`config.mk`:
```
export PLATFORM = sky130hd
export DESIGN_NAME = sss_exec
export DESIGN_NICKNAME = d
export VERILOG_FILES = /design/src/core/sss_pkg.sv /design/src/core/sss_exec.sv
export SDC_FILE = /design/constraint.sdc
export NUM_CORES = 1
export LEC_CHECK = 0
export CORE_UTILIZATION = 50
export DETAILED_ROUTE_END_ITERATION = 7
export DONT_BUFFER_PORTS = 1
export HOLD_SLACK_MARGIN = 0.08
export PLACE_DENSITY = 0.74
export SLEW_MARGIN = 25
export SYNTH_ARGS = -nofsm -noshare
export SYNTH_HDL_FRONTEND = slang
export SYNTH_SLANG_ARGS = --single-unit
```
`constraint.sdc`:
```
create_clock -name ref_clk -period 4.95 [get_ports ref_clk]
set_input_delay 0.495 -clock ref_clk [delete_from_list [all_inputs] [get_ports ref_clk]]
set_output_delay 0.495 -clock ref_clk [all_outputs]
set_load 0.03 [all_outputs]
```
`src/core/sss_pkg.sv`:
```
// shared constants and types for the subtract, swap and sleep execution unit
// How it works
// - literal minus accumulator, difference written back into the accumulator
// - carry and half borrow set unless accumulator or its low nibble is larger
// - power-down clears power-down status and sets time-out status, both active low
// - power-down clears watchdog counter and its prescaler
// - power-down enters sleep with the main oscillator halted
// - file register minus accumulator, file address 0 to 127
// - file minus accumulator result to accumulator if dest 0, file if 1
// - with borrow: file minus accumulator minus inverted carry; updates carry, half, zero
// - with borrow result to accumulator if dest 0, file if 1
// - nibble exchange swaps file halves, no status flag changes
// - nibble exchange result to accumulator if dest 0, file if 1
package sss_pkg;

  // ==========================================================================
  // widths
  localparam int DATA_W  = 8;
  localparam int ADDR_W  = 7;
  localparam int PRESC_W = 8;

  // ==========================================================================
  // reset values
  localparam logic [7:0] ACC_RST        = 8'h00;
  localparam logic [7:0] WDT_CLEAR      = 8'h00;
  localparam logic [7:0] PRESC_CLEAR    = 8'h00;
  localparam logic       CARRY_RST      = 1'b0;
  localparam logic       HALF_RST       = 1'b0;
  localparam logic       ZERO_RST       = 1'b0;
  localparam logic       TIMEOUT_N_RST  = 1'b1;
  localparam logic       PWRDOWN_N_RST  = 1'b1;

  // ==========================================================================
  // destination select
  localparam logic DEST_ACC  = 1'b0;
  localparam logic DEST_FILE = 1'b1;

  // ==========================================================================
  // operations
  typedef enum logic [2:0] {
    SSS_OP_NONE,
    SSS_OP_LITERAL_MINUS_ACC,
    SSS_OP_FILE_MINUS_ACC,
    SSS_OP_FILE_MINUS_ACC_BORROW,
    SSS_OP_NIBBLE_EXCHANGE,
    SSS_OP_POWER_DOWN
  } sss_op_e;

endpackage : sss_pkg

```
`src/core/sss_exec.sv`:
```
// execution unit for subtract, nibble exchange and power-down instructions
`timescale 1ns/100ps
module sss_exec (
  // clock and reset
  input  wire logic                 ref_clk,
  input  wire logic                 reset_n,
  // instruction request
  input  wire logic                 op_valid,
  input  wire sss_pkg::sss_op_e     op_code,
  input  wire logic [7:0]           op_literal,
  input  wire logic [6:0]           op_file_addr,
  input  wire logic                 op_dest,
  input  wire logic [7:0]           file_rd_data,
  // wake-up from sleep
  input  wire logic                 wake,
  // file register write
  output logic                      file_wr_en,
  output logic [6:0]                file_wr_addr,
  output logic [7:0]                file_wr_data,
  // accumulator and status
  output logic [7:0]                acc,
  output logic                      carry,
  output logic                      half_borrow_flag,
  output logic                      zero,
  output logic                      timeout_status_n,
  output logic                      powerdown_status_n,
  // watchdog and power state
  output logic [7:0]                watchdog_counter,
  output logic [7:0]                watchdog_prescaler,
  output logic                      sleeping,
  output logic                      osc_run
);

  // ==========================================================================
  // subtraction: returns {carry, half borrow flag, difference}
  function automatic logic [9:0] sub_calc(input logic [7:0] a, input logic [7:0] w, input logic b);
    logic [8:0] full;
    logic [4:0] low;
    full = {1'b0, a} - {1'b0, w} - {8'h00, b};
    low  = {1'b0, a[3:0]} - {1'b0, w[3:0]} - {4'h0, b};
    sub_calc = {~full[8], ~low[4], full[7:0]};
  endfunction : sub_calc

  // ==========================================================================
  // decode
  logic       take;
  logic       is_sub;
  logic [7:0] minuend;
  logic       borrow_in;
  logic [9:0] sub_res;
  logic [7:0] next_result;
  logic       to_file;
  logic       is_swap;

  // no instruction runs while the oscillator is halted
  assign take = op_valid && !sleeping;

  // decode only; the result mux sits outside so this process never reads its own products
  always_comb begin
    is_sub      = 1'b0;
    is_swap     = 1'b0;
    minuend     = file_rd_data;
    borrow_in   = 1'b0;
    to_file     = 1'b0;
    case (op_code)
      sss_pkg::SSS_OP_LITERAL_MINUS_ACC: begin
        is_sub  = 1'b1;
        minuend = op_literal;
      end
      sss_pkg::SSS_OP_FILE_MINUS_ACC: begin
        is_sub  = 1'b1;
        to_file = (op_dest == sss_pkg::DEST_FILE);
      end
      sss_pkg::SSS_OP_FILE_MINUS_ACC_BORROW: begin
        is_sub    = 1'b1;
        borrow_in = ~carry;
        to_file   = (op_dest == sss_pkg::DEST_FILE);
      end
      sss_pkg::SSS_OP_NIBBLE_EXCHANGE: begin
        is_swap = 1'b1;
        to_file = (op_dest == sss_pkg::DEST_FILE);
      end
      default: begin
        is_sub = 1'b0;
      end
    endcase
  end

  assign sub_res = sub_calc(minuend, acc, borrow_in);

  assign next_result = is_swap ? {file_rd_data[3:0], file_rd_data[7:4]} : sub_res[7:0];

  logic writes_result;
  assign writes_result = take && (is_sub || is_swap);

  // ==========================================================================
  // accumulator
  always_ff @(posedge ref_clk or negedge reset_n) begin
    if (!reset_n) begin
      acc <= sss_pkg::ACC_RST;
    end else if (writes_result && !to_file) begin
      acc <= next_result;
    end
  end

  // ==========================================================================
  // file write port, one-cycle strobe
  always_ff @(posedge ref_clk or negedge reset_n) begin
    if (!reset_n) begin
      file_wr_en   <= 1'b0;
      file_wr_addr <= 7'h00;
      file_wr_data <= 8'h00;
    end else begin
      file_wr_en <= writes_result && to_file;
      if (writes_result && to_file) begin
        file_wr_addr <= op_file_addr;
        file_wr_data <= next_result;
      end
    end
  end

  // ==========================================================================
  // arithmetic flags; exchange leaves them alone
  always_ff @(posedge ref_clk or negedge reset_n) begin
    if (!reset_n) begin
      carry            <= sss_pkg::CARRY_RST;
      half_borrow_flag <= sss_pkg::HALF_RST;
      zero             <= sss_pkg::ZERO_RST;
    end else if (take && is_sub) begin
      carry            <= sub_res[9];
      half_borrow_flag <= sub_res[8];
      zero             <= (sub_res[7:0] == 8'h00);
    end
  end

  // ==========================================================================
  // power-down status bits
  logic pd_go;
  assign pd_go = take && (op_code == sss_pkg::SSS_OP_POWER_DOWN);

  always_ff @(posedge ref_clk or negedge reset_n) begin
    if (!reset_n) begin
      timeout_status_n   <= sss_pkg::TIMEOUT_N_RST;
      powerdown_status_n <= sss_pkg::PWRDOWN_N_RST;
    end else if (pd_go) begin
      timeout_status_n   <= 1'b1;
      powerdown_status_n <= 1'b0;
    end
  end

  // ==========================================================================
  // watchdog: prescaler ticks while awake, counter bumps on prescaler wrap
  // sleep freezes both here; a low-power watchdog oscillator is outside this unit
  always_ff @(posedge ref_clk or negedge reset_n) begin
    if (!reset_n) begin
      watchdog_prescaler <= sss_pkg::PRESC_CLEAR;
      watchdog_counter   <= sss_pkg::WDT_CLEAR;
    end else if (pd_go) begin
      watchdog_prescaler <= sss_pkg::PRESC_CLEAR;
      watchdog_counter   <= sss_pkg::WDT_CLEAR;
    end else if (!sleeping) begin
      watchdog_prescaler <= watchdog_prescaler + 8'h01;
      if (watchdog_prescaler == 8'hFF) begin
        watchdog_counter <= watchdog_counter + 8'h01;
      end
    end
  end

  // ==========================================================================
  // sleep state and oscillator run
  always_ff @(posedge ref_clk or negedge reset_n) begin
    if (!reset_n) begin
      sleeping <= 1'b0;
      osc_run  <= 1'b1;
    end else if (pd_go) begin
      sleeping <= 1'b1;
      osc_run  <= 1'b0;
    end else if (sleeping && wake) begin
      sleeping <= 1'b0;
      osc_run  <= 1'b1;
    end
  end
endmodule : sss_exec

```
## After elaboration in Yosys (flattened, before gate mapping)

Cells that the tools add are included.

- Register bits after elaboration: 46
- Input bits: 31
- Output and inout bits: 47
- Logic and storage cells: 59

- Add/sub/neg operators: 6
- Equal/unequal tests: 7
- Muxes and demuxes: 15
- Bitwise gates (word level): 3
- Reductions and logical operators: 16

Operators by type and width:

| operator | count |
|---|---|
| 8-bit 2-to-1 mux | 7 |
| 8-bit by 1-bit adder with 8-bit output (second input constant) | 2 |
| 8-bit by 8-bit subtractor with 9-bit output | 1 |
| 9-bit by 1-bit subtractor with 9-bit output | 1 |
| 8-bit equality test (second input constant) | 1 |
| 8-bit zero test | 1 |
| 1-bit 2-to-1 mux | 8 |
| 1-bit logical AND | 7 |
| 3-bit by 2-bit equality test with 1-bit output (second input constant) | 2 |
| 3-bit equality test (second input constant) | 2 |
| 3-bit OR reduction | 2 |
| 4-bit by 4-bit subtractor with 5-bit output | 1 |
| 5-bit by 1-bit subtractor with 5-bit output | 1 |
| 2-bit nonzero test | 2 |
| 3-bit by 1-bit equality test with 1-bit output (second input constant) | 1 |
| 1-bit NOT | 3 |
| 1-bit zero test | 2 |
| 2-bit by 1-bit != test with 1-bit output (second input constant) | 1 |
| 2-bit AND reduction | 1 |
| 1-bit logical OR | 1 |

## Logic depth before layout (Yosys ltp)

- Depth after elaboration: 6
- Gate-level depth with buffers: 13

## Least setup slack after synthesis

No wires, ideal clock.

- Kind: input-to-reg
- Start point: input op_code[2]
- End point: register zero
- Setup time: 0.104 ns
- Arrival time: 3.188 ns
- Setup slack: 1.659 ns
- Stages on the path: 11
- Buffers on the path: 2
- Path through: buf_6 or3b_1 buf_6 mux2i_1 fa_1 fa_1 a21boi_0 nor2_1 xnor2_1 or4_1 o41ai_2

- Word-level cells in the longest chain between the ends: 5
- Elaborated cells between the ends (all ways): 11

Ends and longest elaborated chain:

| what | RTL line | source |
|---|---|---|
| start, declared | sss_exec.sv:9 | `input wire sss_pkg::sss_op_e op_code,` |
| 3-bit by 1-bit equality test with 1-bit output | sss_exec.sv:65 | `case (op_code)` |
| 8-bit 2-to-1 mux | sss_exec.sv:65 |  |
| 8-bit by 8-bit subtractor with 9-bit output | sss_exec.sv:39 | `full = {1'b0, a} - {1'b0, w} - {8'h00, b};` |
| 9-bit by 1-bit subtractor with 9-bit output | sss_exec.sv:39 |  |
| 8-bit zero test | sss_exec.sv:132 | `zero <= (sub_res[7:0] == 8'h00);` |
| end signal, assigned | sss_exec.sv:128 | `zero <= sss_pkg::ZERO_RST;` |
| end signal, assigned | sss_exec.sv:132 |  |
| end, declared | sss_exec.sv:24 | `output logic zero,` |

Parallel ways exist; a longest one is shown, timed or not.
A chain may end at the register's enable or synchronous reset.

## Final worst setup path

- Start point: input op_code[1]
- End point: register zero

Same word-level chain as after synthesis.

==> metrics.md <==
| Metric | Value |
|---|---|
| First-pass GRT wire length | 8355 um |
| Synth area leaders | dfrtp_1 43%, ha_1 6.8%, mux2i_1 5.5%, xor2_1 4.1%, nor2_1 3.8% |
| Mapped Area | 2562 um2 |
| CP startpoint kind | input pin |
| DP Worst Slack | 1.349 ns |
| Synth Warn # | 0 |
| Core Box Area | 4817 um2 |
| Die Footprint | 5415 um2 |
| Seq/Total Area, Yosys | 0.4502 |
| Worst Path Max Fanout | 9 |
| Overall routed net length | 5222 um |
| Largest net degree at the start of global routing | 47 |
| Post-CTS resize count | 0 |
| Max Cap Violations | 0 |
| CTS Buf Count | 5 |
| Slew HR | 0.5328 |
| Post-CTS setup buffer count | 0 |
| Yosys reg bits | 46 |
| Setup tns final | 0 ns |
| Final Net Count | 301 |
| Bufs on Longest Clock Path | 2 |
| Switch share | 0.4699 |
| Area leader, netlist | dfrtp_1 |
| Sequential share of power | 0.488 |
| Vias | 1745 |
| Slew Limit Fails | 0 |
| All-layer global routing usage | 0.2099 |
| CP Capture Type | flip-flop |
| # DRC | 0 |
| Post-synthesis net count | 303 |
| Distinct cells, synth | 42 |
| VDD IR max | 0.0002792 V |
| WP data required | 5.15 ns |
| Share of layout cells above drive strength 1 | 0.09412 |
| # diodes | 0 |
| Synth Instances | 256 |
| Final hold vios | 0 |
| Root Buffer | clkbuf_8 |
| Antenna violations before repair | 0 |
| Worst Hold Class | in2reg |
| NetSw | 0.0008038 W |
| Worst EP arrival | 3.49 ns |
| Combinational power share | 0.343 |
| Worst-Skew Late Latency | 0.30 ns |
| H-tree depth | 2 |
| Sink Count | 46 |
| Core Rows | 25 |
| ANT nets after route | 0 |
| Setup violators final | 0 |
| Pleak | 1.362 nW |
| WL/cell | 16.22 um |
| GPL Wtd Cong | 0.8649 |
| Detail Placement HPWL | 3961 um |
| Pre-antenna DRT Iters | 4 |
| Die height | 73.59 um |
| Vias in the first global route | 1736 |
| Final worst-path cycle share | 0.6640 |
| Clock group share of total power | 0.168 |
| Internal power | 0.0009069 W |
| GRT overflow | 0 |
| Critical path class | in2reg |
| Post-Route Skew | 0.003645 ns |
| Area Growth Syn to Fin | 7.227% |
| Status | finished clean |
| Final worst slack | 1.663 ns |
| Avg Cell Area, Syn | 10.01 um2 |
| CTS tree | yes |
| Number of fillers in the final layout | 408 |
| Initial Utilization | 0.5319 |
| Power Dens Cells | 622.6 nW/um2 |
| Die Wd | 73.59 um |
| Unrepaired setup endpoints after global routing | false |
| IO Count | 78 |
| Clk slew on worst S/H paths | 0.08 ns |
| Top cell type's share of synthesized area | 0.4297 |
| DR iter-0 viols | 68 |
| Fin crit period | 3.287 ns |
| Input/output buffers | 0 |
| F_max | 0.3043 GHz |
| Via/cell ratio | 5.419 |
| Least-Margin Pin Slew | 0.7008 ns |
==> final cells by class <==
class | count | area [um2] | share of cell area
Clock buffer | 7 | 86.33 | 0.03142
Sequential cell | 46 | 1154 | 0.4199
Inverter | 17 | 63.81 | 0.02322
Tap cell | 67 | 83.83 | 0.03051
Clock inverter | 1 | 30.03 | 0.01093
Multi-Input combinational cell | 181 | 1285 | 0.4677
Timing Repair Buffer | 3 | 45.04 | 0.01639
==> metal layers <==
layer	up-vias	track usage	wire [um]
li1	860	-	-
met1	832	0.2732	2357
met2	48	0.3170	2401
met3	5	0.07956	408
met4	0	0.08120	54
met5	-	0	0
==> worst max-delay path, cell delays in order <==
cell      delay, ns
or3b_1         0.62
mux2i_1        0.22
fa_1           0.43
fa_1           0.43
a21boi_0       0.33
nor2_1         0.13
xnor2_1        0.15
or4_1          0.48
o41ai_2        0.20
==> Yosys cell counts, drive strengths merged <==
cell / n
and4b: 1
inv: 17
o2111a: 1
nor3b: 3
nor2b: 5
fa: 2
nor3: 2
a21boi: 2
dfrtp: 44
nand3: 4
nand2b: 3
o22ai: 1
nor2: 26
o21bai: 1
a21oi: 15
o21ai: 16
o211ai: 2
and2: 1
or4: 1
nand2: 22
buf: 4
a21o: 2
conb: 1
o41ai: 1
a22oi: 1
ha: 14
xor2: 12
dfstp: 2
or3: 1
a31oi: 2
a221oi: 1
mux2: 7
and3: 5
or3b: 2
xnor2: 7
clkbuf: 8
nand4b: 1
nand4: 2
mux2i: 14
==> cells in the final DEF (no fill, tap or decap), types with 3 or more instances in the layout <==
master    instances
dfrtp_1          44
mux2i_1          14
nand2b_1          3
a21oi_1          14
clkbuf_8          6
nor3b_1           3
and3_1            5
nand3_1           4
nand2_1          22
xnor2_1           7
mux2_2            7
nor2_1           26
xor2_1           12
ha_1             14
o21ai_0          16
inv_1            17
nor2b_1           5
==> path summary, 6_finish.rpt <==
kind | startpoint | endpoint | depth (start not counted) | slack, ns
max in group asynchronous | reset_n | powerdown_status_n | 2 | 3.99
worst min-delay path | op_file_addr[0] | file_wr_addr[0] | 1 | 0.34
min in group asynchronous | reset_n | file_wr_addr[0] | 2 | 0.71
worst min register to register | powerdown_status_n | powerdown_status_n | 1 | 0.57
worst max register to register | carry | zero | 8 | 1.94
worst max-delay path | op_code[1] | zero | 9 | 1.66
==> cell families (layout without fill, tap and decap cells) <==
logic type | after synthesis | after routing | synth area share
other | 1 | 1 | 0.001463
adders and majority gates | 16 | 16 | 0.08399
buffers and inverters | 29 | 28 | 0.04980
and+or+nand+nor | 79 | 79 | 0.1494
AOI/OAI and AO/OA | 45 | 45 | 0.1147
xor gates and xnor gates | 19 | 19 | 0.06494
muxes | 21 | 21 | 0.08545
DFF | 46 | 46 | 0.4502
==> power by group through the flow <==
| stage | sequential [W] | combinational [W] | clock [W] |
|---|---|---|---|
| 5_1_grt | 0.000856 | 0.000679 | 0.000308 |
| 3_5_place_dp | 0.000845 | 0.000575 | 0 |
| 2_1_floorplan | 0.000811 | 0.000469 | 0 |
| 4_1_cts | 0.000839 | 0.000591 | 0.000298 |
| 3_3_place_gp | 0.000844 | 0.000555 | 0 |
| 6_report | 0.000835 | 0.000587 | 0.000288 |
==> flip-flops by register name (all words and copies together) (netlist names) <==
signal	cells
file_wr_en	1
acc	8
carry	1
zero	1
watchdog_prescaler	8
sleeping	1
file_wr_data	8
powerdown_status_n	1
watchdog_counter	8
half_borrow_flag	1
osc_run	1
file_wr_addr	7
==> what timing repair did <==
item                                   4_1_cts  5_1_grt
endpoints found under the hold margin       46        0
hold buffers                                 2        0
setup endpoints to repair                    0        0
==> through the flow <==
stage               power [W]  hold WS [ns]  instances  cell area (um2)    util
finish               0.001711        0.3408        322             2748  0.5704
global route         0.001843        0.3265        322             2748  0.5704
CTS                  0.001728        0.3300        322             2748  0.5704
global placement     0.001399        0.2001        312             2594  0.5384
detailed placement   0.001420        0.2000        312             2594  0.5384
floorplan            0.001279        0.1994        256             2562       -
(Power assumes the default switching activity.)
